$ cat src/verilog/gmp_consts.svh
`ifndef GMP_CONSTS_SVH
`define GMP_CONSTS_SVH

// ----------------------------------------------------------------------------
// timing
// ----------------------------------------------------------------------------
`define GMP_REF_CLK_NS     25
`define GMP_LINK_HALF_NS   200
`define GMP_LINK_HALF_CYC  (`GMP_LINK_HALF_NS / `GMP_REF_CLK_NS)
`define GMP_DIV_W          4
`define GMP_DIV_LAST       4'(`GMP_LINK_HALF_CYC - 1)

// ----------------------------------------------------------------------------
// widths and values
// ----------------------------------------------------------------------------
`define GMP_BYTE_W         8
`define GMP_PAIR_N         4
`define GMP_NIBBLE_MASK    8'h0F
`define GMP_PAIRS_ALL      4'hF
`define GMP_PAIRS_NONE     4'h0
`define GMP_PAIR_FIRST     4'h1
`define GMP_PAIR_SECOND    4'h2

// ----------------------------------------------------------------------------
// synchroniser bit positions, device end: {gtx_clk, tx_er, tx_en, txd}
// ----------------------------------------------------------------------------
`define GMP_PHY_SYN_W      11
`define GMP_PHY_GTX_BIT    10
`define GMP_PHY_TXER_BIT   9
`define GMP_PHY_TXEN_BIT   8

// ----------------------------------------------------------------------------
// synchroniser bit positions, mac end: {rx_clk, tx_clk, crs, col, rx_er, rx_dv, rxd}
// ----------------------------------------------------------------------------
`define GMP_MAC_SYN_W      14
`define GMP_MAC_RXCLK_BIT  13
`define GMP_MAC_TXCLK_BIT  12
`define GMP_MAC_CRS_BIT    11
`define GMP_MAC_COL_BIT    10
`define GMP_MAC_RXER_BIT   9
`define GMP_MAC_RXDV_BIT   8

`endif

$ cat src/verilog/gmp_pkg.sv
`default_nettype none

`include "gmp_consts.svh"

package gmp_pkg;

  typedef logic [`GMP_BYTE_W-1:0]    gmp_byte_t;
  typedef logic [`GMP_PAIR_N-1:0]    gmp_pairs_t;
  typedef logic [`GMP_DIV_W-1:0]     gmp_div_t;
  typedef logic [`GMP_PHY_SYN_W-1:0] gmp_phy_syn_t;
  typedef logic [`GMP_MAC_SYN_W-1:0] gmp_mac_syn_t;

  typedef struct packed {
    gmp_phy_syn_t syn1;
    gmp_phy_syn_t syn2;
    gmp_phy_syn_t syn3;
    gmp_phy_syn_t filt;
    logic         gtx_prev;
    gmp_div_t     div_cnt;
    logic         tx_clk;
    logic         rx_clk;
    gmp_byte_t    rxd;
    logic         rx_dv;
    logic         rx_er;
    logic         crs;
    logic         col;
    logic         rx_strobe;
    logic         tx_in_frame;
    gmp_byte_t    tx_data;
    logic         tx_valid;
    logic         tx_error;
    logic         tx_sof;
    logic         tx_eof;
    logic         lpi_req;
    gmp_pairs_t   pair_tx;
    gmp_pairs_t   pair_rx;
  } gmp_phy_st_t;

  typedef struct packed {
    gmp_mac_syn_t syn1;
    gmp_mac_syn_t syn2;
    gmp_mac_syn_t syn3;
    gmp_mac_syn_t filt;
    logic         rxc_prev;
    logic         txc_prev;
    gmp_div_t     div_cnt;
    logic         gtx_clk;
    gmp_byte_t    txd;
    logic         tx_en;
    logic         tx_er;
    logic         tx_strobe;
    gmp_byte_t    rx_data;
    logic         rx_valid;
    logic         rx_error;
    logic         partner_lpi;
    logic         carrier;
    logic         collision;
  } gmp_mac_st_t;

  // low nibble only in mii mode, upper bits forced low
  function automatic gmp_byte_t gmp_lane(input logic gmii, input gmp_byte_t d);
    return gmii ? d : (d & `GMP_NIBBLE_MASK);
  endfunction

  function automatic logic gmp_div_wrap(input gmp_div_t c);
    return c == `GMP_DIV_LAST;
  endfunction

  // change of a synchronised bit counts once stages two and three agree
  function automatic gmp_mac_syn_t gmp_filt(input gmp_mac_syn_t s2, input gmp_mac_syn_t s3,
                                            input gmp_mac_syn_t f);
    return (s2 & ~(s2 ^ s3)) | (f & (s2 ^ s3));
  endfunction

endpackage

`default_nettype wire

$ cat src/verilog/gmp_link_if.sv
`timescale 1ns/1ps
`default_nettype none

`include "gmp_consts.svh"

interface gmp_link_if;
  logic [`GMP_BYTE_W-1:0] txd;
  logic                   tx_en;
  logic                   tx_er;
  logic                   gtx_clk;
  logic                   tx_clk;
  logic                   col;
  logic                   crs;
  logic [`GMP_BYTE_W-1:0] rxd;
  logic                   rx_dv;
  logic                   rx_er;
  logic                   rx_clk;

  modport phy (
    input  txd, tx_en, tx_er, gtx_clk,
    output tx_clk, col, crs, rxd, rx_dv, rx_er, rx_clk
  );

  modport mac (
    output txd, tx_en, tx_er, gtx_clk,
    input  tx_clk, col, crs, rxd, rx_dv, rx_er, rx_clk
  );
endinterface

`default_nettype wire

$ cat src/verilog/gmp_phy_end.sv
`timescale 1ns/1ps
`default_nettype none

`include "gmp_consts.svh"

module gmp_phy_end
  import gmp_pkg::*;
(
  // clock and reset
  input  wire logic       ref_clk,
  input  wire logic       nrst,
  // link toward the mac
  gmp_link_if.phy         link,
  // mode
  input  wire logic       gmii_mode,
  input  wire logic       half_duplex,
  input  wire logic       crossover,
  // media receive side
  input  wire logic       media_rx_valid,
  input  wire gmp_byte_t  media_rx_data,
  input  wire logic       media_rx_err,
  input  wire logic       partner_lpi,
  input  wire logic       carrier_in,
  input  wire logic       collision_in,
  output logic            rx_strobe,
  // media transmit side
  output gmp_byte_t       tx_data,
  output logic            tx_valid,
  output logic            tx_error,
  output logic            tx_sof,
  output logic            tx_eof,
  output logic            lpi_req,
  // media pair roles, bit 0 = pair a .. bit 3 = pair d
  output gmp_pairs_t      pair_tx,
  output gmp_pairs_t      pair_rx
);

  // --------------------------------------------------------------------------
  // state and decode
  // --------------------------------------------------------------------------
  gmp_phy_st_t  st_r;
  gmp_phy_st_t  st_nxt;
  gmp_phy_syn_t pins;
  gmp_phy_syn_t dif;
  logic         wrap;
  logic         rise;
  logic         fall;
  logic         tx_take;
  logic         in_en;
  logic         in_er;

  // --------------------------------------------------------------------------
  // pins from the mac
  // --------------------------------------------------------------------------
  // every bit passes the same stages, so a word settles as one
  assign pins = {link.gtx_clk, link.tx_er, link.tx_en, link.txd};

  // --------------------------------------------------------------------------
  // next state
  // --------------------------------------------------------------------------
  always_comb
  begin
    st_nxt = st_r;

    // ------------------------------------------------------------------------
    // three stage synchroniser on every pin from the mac
    // ------------------------------------------------------------------------
    st_nxt.syn1 = pins;
    st_nxt.syn2 = st_r.syn1;
    st_nxt.syn3 = st_r.syn2;
    dif         = st_r.syn2 ^ st_r.syn3;
    st_nxt.filt = (st_r.syn2 & ~dif) | (st_r.filt & dif);
    st_nxt.gtx_prev = st_r.filt[`GMP_PHY_GTX_BIT];

    // ------------------------------------------------------------------------
    // own link clocks
    // ------------------------------------------------------------------------
    // rx_clk always runs, tx_clk only in mii
    wrap = gmp_div_wrap(st_r.div_cnt);
    rise = wrap & ~st_r.rx_clk;
    fall = wrap & st_r.rx_clk;
    st_nxt.div_cnt = wrap ? '0 : st_r.div_cnt + 1'b1;
    if (wrap)
    begin
      st_nxt.rx_clk = ~st_r.rx_clk;
      st_nxt.tx_clk = ~st_r.rx_clk & ~gmii_mode;
    end

    // ------------------------------------------------------------------------
    // transmit capture
    // ------------------------------------------------------------------------
    // gtx is ignored in mii; mii samples at our own rising tx_clk, so the
    // mac has a whole period to answer through both synchronisers
    tx_take = gmii_mode ? (st_r.filt[`GMP_PHY_GTX_BIT] & ~st_r.gtx_prev) : rise;
    in_en   = st_r.filt[`GMP_PHY_TXEN_BIT];
    in_er   = st_r.filt[`GMP_PHY_TXER_BIT];

    // tx_data keeps its last octet; only tx_valid marks it fresh
    st_nxt.tx_valid = 1'b0;
    st_nxt.tx_error = 1'b0;
    st_nxt.tx_sof   = 1'b0;
    st_nxt.tx_eof   = 1'b0;
    if (tx_take)
    begin
      if (in_en)
      begin
        st_nxt.tx_valid = 1'b1;
        st_nxt.tx_data  = gmp_lane(gmii_mode, st_r.filt[`GMP_BYTE_W-1:0]);
        st_nxt.tx_error = in_er;
        st_nxt.tx_sof   = ~st_r.tx_in_frame;
        st_nxt.lpi_req  = 1'b0;
      end
      else
      begin
        st_nxt.tx_eof  = st_r.tx_in_frame;
        st_nxt.lpi_req = in_er;
      end
      st_nxt.tx_in_frame = in_en;
    end

    // ------------------------------------------------------------------------
    // receive launch on falling rx_clk, stable at the mac's rising edge
    // ------------------------------------------------------------------------
    // lpi shows on rx_er only while rx_dv is low
    st_nxt.rx_strobe = 1'b0;
    if (fall)
    begin
      st_nxt.rxd       = gmp_lane(gmii_mode, media_rx_data);
      st_nxt.rx_dv     = media_rx_valid;
      st_nxt.rx_er     = media_rx_valid ? media_rx_err : partner_lpi;
      st_nxt.crs       = half_duplex & carrier_in;
      st_nxt.col       = half_duplex & collision_in;
      st_nxt.rx_strobe = 1'b1;
    end

    // ------------------------------------------------------------------------
    // media pair roles
    // ------------------------------------------------------------------------
    // follows the mode pins every cycle; a swap mid-frame is not guarded
    if (gmii_mode)
    begin
      st_nxt.pair_tx = `GMP_PAIRS_ALL;
      st_nxt.pair_rx = `GMP_PAIRS_ALL;
    end
    else if (crossover)
    begin
      st_nxt.pair_tx = `GMP_PAIR_SECOND;
      st_nxt.pair_rx = `GMP_PAIR_FIRST;
    end
    else
    begin
      st_nxt.pair_tx = `GMP_PAIR_FIRST;
      st_nxt.pair_rx = `GMP_PAIR_SECOND;
    end
  end

  // --------------------------------------------------------------------------
  // state register
  // --------------------------------------------------------------------------
  // one register for the whole struct keeps every output a flop
  always_ff @(posedge ref_clk or negedge nrst)
  begin
    if (!nrst)
      st_r <= '0;
    else
      st_r <= st_nxt;
  end

  // --------------------------------------------------------------------------
  // outputs
  // --------------------------------------------------------------------------
  assign link.tx_clk = st_r.tx_clk;
  assign link.rx_clk = st_r.rx_clk;
  assign link.rxd    = st_r.rxd;
  assign link.rx_dv  = st_r.rx_dv;
  assign link.rx_er  = st_r.rx_er;
  assign link.crs    = st_r.crs;
  assign link.col    = st_r.col;
  assign rx_strobe   = st_r.rx_strobe;
  assign tx_data     = st_r.tx_data;
  assign tx_valid    = st_r.tx_valid;
  assign tx_error    = st_r.tx_error;
  assign tx_sof      = st_r.tx_sof;
  assign tx_eof      = st_r.tx_eof;
  assign lpi_req     = st_r.lpi_req;
  assign pair_tx     = st_r.pair_tx;
  assign pair_rx     = st_r.pair_rx;

endmodule

`default_nettype wire

$ cat src/flat_wrapper.sv
// flat-port wrapper written by rule: the top's interface ports become plain ports
module gmp_phy_end_flat import gmp_pkg::*;
  (ref_clk, nrst, gmii_mode, half_duplex, crossover, media_rx_valid, media_rx_data, media_rx_err, partner_lpi, carrier_in, collision_in, rx_strobe, tx_data, tx_valid, tx_error, tx_sof, tx_eof, lpi_req, pair_tx, pair_rx, link_txd, link_tx_en, link_tx_er, link_gtx_clk, link_tx_clk, link_col, link_crs, link_rxd, link_rx_dv, link_rx_er, link_rx_clk);
  gmp_link_if link_i ();
  input  wire logic ref_clk;
  input  wire logic nrst;
  input  wire logic gmii_mode;
  input  wire logic half_duplex;
  input  wire logic crossover;
  input  wire logic media_rx_valid;
  input  wire gmp_byte_t media_rx_data;
  input  wire logic media_rx_err;
  input  wire logic partner_lpi;
  input  wire logic carrier_in;
  input  wire logic collision_in;
  output logic rx_strobe;
  output gmp_byte_t tx_data;
  output logic tx_valid;
  output logic tx_error;
  output logic tx_sof;
  output logic tx_eof;
  output logic lpi_req;
  output gmp_pairs_t pair_tx;
  output gmp_pairs_t pair_rx;
  input wire logic [$bits(link_i.txd)-1:0] link_txd;
  input wire logic [$bits(link_i.tx_en)-1:0] link_tx_en;
  input wire logic [$bits(link_i.tx_er)-1:0] link_tx_er;
  input wire logic [$bits(link_i.gtx_clk)-1:0] link_gtx_clk;
  output wire logic [$bits(link_i.tx_clk)-1:0] link_tx_clk;
  output wire logic [$bits(link_i.col)-1:0] link_col;
  output wire logic [$bits(link_i.crs)-1:0] link_crs;
  output wire logic [$bits(link_i.rxd)-1:0] link_rxd;
  output wire logic [$bits(link_i.rx_dv)-1:0] link_rx_dv;
  output wire logic [$bits(link_i.rx_er)-1:0] link_rx_er;
  output wire logic [$bits(link_i.rx_clk)-1:0] link_rx_clk;
  assign link_i.txd = link_txd;
  assign link_i.tx_en = link_tx_en;
  assign link_i.tx_er = link_tx_er;
  assign link_i.gtx_clk = link_gtx_clk;
  assign link_tx_clk = link_i.tx_clk;
  assign link_col = link_i.col;
  assign link_crs = link_i.crs;
  assign link_rxd = link_i.rxd;
  assign link_rx_dv = link_i.rx_dv;
  assign link_rx_er = link_i.rx_er;
  assign link_rx_clk = link_i.rx_clk;
  gmp_phy_end u_core (.ref_clk(ref_clk), .nrst(nrst), .link(link_i), .gmii_mode(gmii_mode), .half_duplex(half_duplex), .crossover(crossover), .media_rx_valid(media_rx_valid), .media_rx_data(media_rx_data), .media_rx_err(media_rx_err), .partner_lpi(partner_lpi), .carrier_in(carrier_in), .collision_in(collision_in), .rx_strobe(rx_strobe), .tx_data(tx_data), .tx_valid(tx_valid), .tx_error(tx_error), .tx_sof(tx_sof), .tx_eof(tx_eof), .lpi_req(lpi_req), .pair_tx(pair_tx), .pair_rx(pair_rx));
endmodule
$ cat config.mk
export PLATFORM = sky130hd
export DESIGN_NAME = gmp_phy_end_flat
export DESIGN_NICKNAME = d
export VERILOG_FILES = /design/src/verilog/gmp_pkg.sv /design/src/verilog/gmp_link_if.sv /design/src/verilog/gmp_phy_end.sv /design/src/flat_wrapper.sv
export VERILOG_INCLUDE_DIRS = /design/src /design/src/verilog
export SDC_FILE = /design/constraint.sdc
export NUM_CORES = 1
export LEC_CHECK = 0
export CAP_MARGIN = 20
export CORE_MARGIN = 1
export CORE_UTILIZATION = 30
export DETAILED_ROUTE_END_ITERATION = 10
export DONT_BUFFER_PORTS = 1
export HOLD_SLACK_MARGIN = 0.06
export PLACE_DENSITY = 0.55
export SETUP_SLACK_MARGIN = 0.2
export SLEW_MARGIN = 0
export SYNTH_ARGS = -nofsm -noshare
export SYNTH_HDL_FRONTEND = slang
export SYNTH_SLANG_ARGS = --single-unit
$ cat constraint.sdc
create_clock -name ref_clk -period 4.3 [get_ports ref_clk]
set_input_delay 0 -clock ref_clk [delete_from_list [all_inputs] [get_ports ref_clk]]
set_output_delay 0 -clock ref_clk [all_outputs]
set_load 0.1 [all_outputs]
# Yosys cells after proc, flatten, opt, wreduce, memory -nomap -nowiden
# Index checks and enable logic that the tools add are counted.
# totals
ff_bits,86
inputBits,29
output_inout_bits,36
word_cells,53
# classes
addsub,1
n_eq_ne,1
mux,12
bitwise_logic,15
n_reduce_logical,1
# op_table
op,count
2-to-1 mux 8 bit,3
bitwise AND 11 bit,2
NOT 11 bit,1
OR 11 bit,1
XOR 11 bit,1
bitwise AND 1 bit,6
2-to-1 mux 6 bit,1
2-to-1 mux 1 bit,5
2-to-1 mux 5 bit,1
"adder 4 x 1 -> 4 bit, second input constant",1
"equality test 4 x 3 -> 1 bit, second input constant",1
2-to-1 mux 4 bit,1
NOT 1 bit,4
2-to-1 mux 3 bit,1
AND reduction 2 bit,1

# Logic depth before layout (Yosys ltp)
# depth
word_depth,4
mapped_depth,6
ltp_nobuf,4

# Worst setup path after synthesis
# Ideal clock, no wire load.
# synth_path
path_kind,register -> register
from,register u_core.st_r (netlist bit u_core.link.rx_clk)
to,register u_core.st_r (netlist bit u_core.tx_data[2])
setup_time_ps,125
t_arrival_ps,1849
required_time_ps,4175
setup_slack_ps,2326
stages_incl_launch_ff,5
n_path_buf,1
synth_period_minus_slack_ps,1974
cell_sequence,dfrtp_1 -> nor2_1 -> a31oi_4 -> buf_6 -> mux2_4
# synth_via
elab_chain_cells,4
# synth_lines
element,line,source
start: declaration,gmp_phy_end.sv:41,gmp_phy_st_t st_r;
start signal: assignment,gmp_phy_end.sv:166,st_r <= st_nxt;
NOT 1 bit,gmp_phy_end.sv:80,rise = wrap & ~st_r.rx_clk;
bitwise AND 1 bit,gmp_phy_end.sv:80,
2-to-1 mux 1 bit,gmp_phy_end.sv:94,tx_take = gmii_mode ? (st_r.filt[`GMP_PHY_GTX_BIT] & ~st_r.gtx_prev) : rise;
AND reduction 2 bit (no source line),n/a,
# No other way between the ends.
# A chain may end at the register's enable or synchronous reset.

# Worst setup path after layout
# layout_path
from,register u_core.st_r (netlist bit u_core.link.rx_clk)
to,register u_core.st_r (netlist bit u_core.link.rxd[1])
# layout_via
elab_chain_cells,1
# layout_lines
element,line,source
bitwise AND 1 bit,gmp_phy_end.sv:81,fall = wrap & st_r.rx_clk;
# No other way between the ends.

==> results.toml <==
[setup_path]
start_kind = "register"
worst-path-max-fanout = 20
worstPathRequired_ns = 4.52
crit_type = "reg2reg"
end_kind = "register"
crit_arrival_ns = 2.64

[synth]
yosysSeqAreaShare_pct = 72.5
syn_nets = 210
netlist.area_leader.share_pct = 72.5
syn_area_per_cell_um2 = 15.5
ys_ff_latch = 81
synthTopCellsByArea = "dfrtp_1, buf_4, maj3_1, mux2_2, nand2_1"
synthCells = 180
yosysTopAreaCell = "dfrtp_1"
syn_area_um2 = 2800
yosys_warnings = 0
ys_types = 30

[floorplan]
die_w_um = 98.5
die_height_um = 98.5
io_pins = 65
fp-row-count = 34
core_area_um2 = 8890
start_util_pct = 31.4
die_area_um2 = 9710

[sta]
max_freq_ghz = 0.413
setup_violations = 0
timing.final.crit_share_pct = 56.4
slew-limit-headroom_pct = 27.1
finalClockSkew_ns = 0.00805
worst_pin_slew_ns = 1.10
drv_slew = 0
rsz0062_at_grt = "false"
min_period_ns = 2.42
setup_tns_ns = 0
hold_viol_final = 0

[finish]
regArea_um2 = 2030
final_cell_mix = "dfrtp_1, dlygate4sd3_1, nand2_1"
fillers = 845
fin_nets = 221
design_area_um2 = 3200
final_cells = 304
n_antenna_cell = 0
area_growth_syn_to_layout_pct = 14.5
final_common_cell = "dfrtp_1"
multiInputGateArea_um2 = 534
drive_gt1_share_pct = 17.9

[global_routing]
track_usage_pct = 9.86
grt_overflow = 0
grt_max_degree = 82
antenna_found_initial = 0
grt_pass1_vias = 1380
grt_pass1_wl_mm = 7.02

[drt]
routed_wl_mm = 4.23
vias_per_cell = 4.18
post_drt_wl_per_cell_um = 13.9
drt_iter0_drc = 48
ant_nets = 0
drc_errors = 5
dr_total_vias = 1270
dr.pass1.iters = 7

[clocking]
clock-sinks = 81
clk_pin_slew_ns = 0.08
cts_buffers = 9
root_buffer = "clkbuf_8"
insertion_delay_ns = 0.34
ctsLongestPathBuffers = 2
postCtsSetupBuffers = 0
cts_tree = "yes"
htreeDepth = 3

[power]
p_leak_nw = 1.44
powerDensity_nw_per_um2 = 552
peakVddDrop_mv = 0.181

[placed_design]
dpl-instance-area_um2 = 2710
place_congestion = 0.638
dp.cells = 259
io_buffer_count = 0
dp_hpwl_mm = 2.48

[run]
drv_cap = 0

[outcome]
status = "finished with violations"
violations = "DRC"

[min_path]
hold_path.class = "in2reg"
layer usage:
| layer | global-route usage, % | vias up | wire (um) |
|---|---|---|---|
| met5 | 0 | - | 0 |
| met4 | 7.35 | 0 | 116 |
| met3 | 3.40 | 10 | 306 |
| met2 | 14.2 | 37 | 1980 |
| met1 | 12.2 | 625 | 1830 |
| li1 | - | 598 | - |
cells by family (layout without fill, tap and decap cells):
logic type | Yosys count | count (layout) | synth area share [%]
flops | 81 | 81 | 72.5
buf+inv | 32 | 48 | 8.37
mux | 12 | 12 | 5.06
fa+ha+maj | 12 | 12 | 4.39
xor+xnor | 2 | 2 | 0.627
simple gates | 26 | 26 | 4.83
compound gates | 15 | 15 | 4.21
Yosys cell counts:
master and instances:
nor3_1 1, nand4b_1 1, nand3_1 1, nand2_1 13
o21ai_0 7, buf_2 1, buf_6 3, dfrtp_1 81
nor3b_1 1, maj3_1 11, nor2_1 3, clkbuf_1 1
a21o_1 1, or2_2 1, ha_1 1, a22o_1 4
and4b_4 1, nand2b_1 1, mux2_2 9, inv_1 3
a21bo_2 1, and2b_1 1, a31oi_4 1, mux2i_1 1
buf_4 24, nor2b_1 1, mux2_4 2, xor2_1 2
and3b_1 1, a32oi_1 1
worst max-delay path, stage by stage, from the launching register on:
cell and delay [ns]:
dfrtp_1 0.99, nand4b_1 0.78, mux2_2 0.53
final cells by class:
type                            instances  share of cell area, %
Clock inverter                          6                   1.29
Sequential cell                        81                   63.5
Tap cell                              108                   4.22
Multi-Input combinational cell         67                   16.7
Inverter                                3                  0.352
Clock buffer                           10                   4.30
Timing Repair Buffer                   29                   9.62
final timing paths:
path | from | end | slack, ns | cells after the start
min | gmii_mode | u_core.tx_data[5] | 0.12 | 2
min reg2reg | u_core.st_nxt[64] | u_core.st_nxt[53] | 0.35 | 0
max in group asynchronous | nrst | u_core.pair_tx[2] | 3.77 | 2
max | u_core.link.rx_clk | u_core.link.rxd[1] | 1.88 | 2
max reg2reg | u_core.link.rx_clk | u_core.link.rxd[1] | 1.88 | 2
min in group asynchronous | nrst | u_core.st_nxt[70] | 0.20 | 2
metrics by stage:
step | total power (W) | hold slack, ns | worst slack (ns) | utilization, %
final | 0.00177 | 0.120 | 1.88 | 36.0
after global routing | 0.00185 | 0.106 | 1.73 | 36.0
after floorplan | 0.00129 | -0.296 | 2.33 | -
after detailed placement | 0.00125 | -0.294 | 1.90 | 30.5
after global placement | 0.00125 | -0.294 | 1.96 | 30.5
after CTS | 0.00180 | 0.103 | 1.88 | 36.0
power by group:
part           switching [W]  internal (W)
clock               0.000267      0.000225
combinational      0.0000362     0.0000630
sequential          0.000353      0.000822
total               0.000656       0.00111
timing repair:
action | CTS | global route
resized for setup | 0 | 0
hold endpoints to repair | 111 | 0
setup endpoints to repair | 0 | 0
hold buffers | 29 | 0
Power figures use the tool's default switching activity.
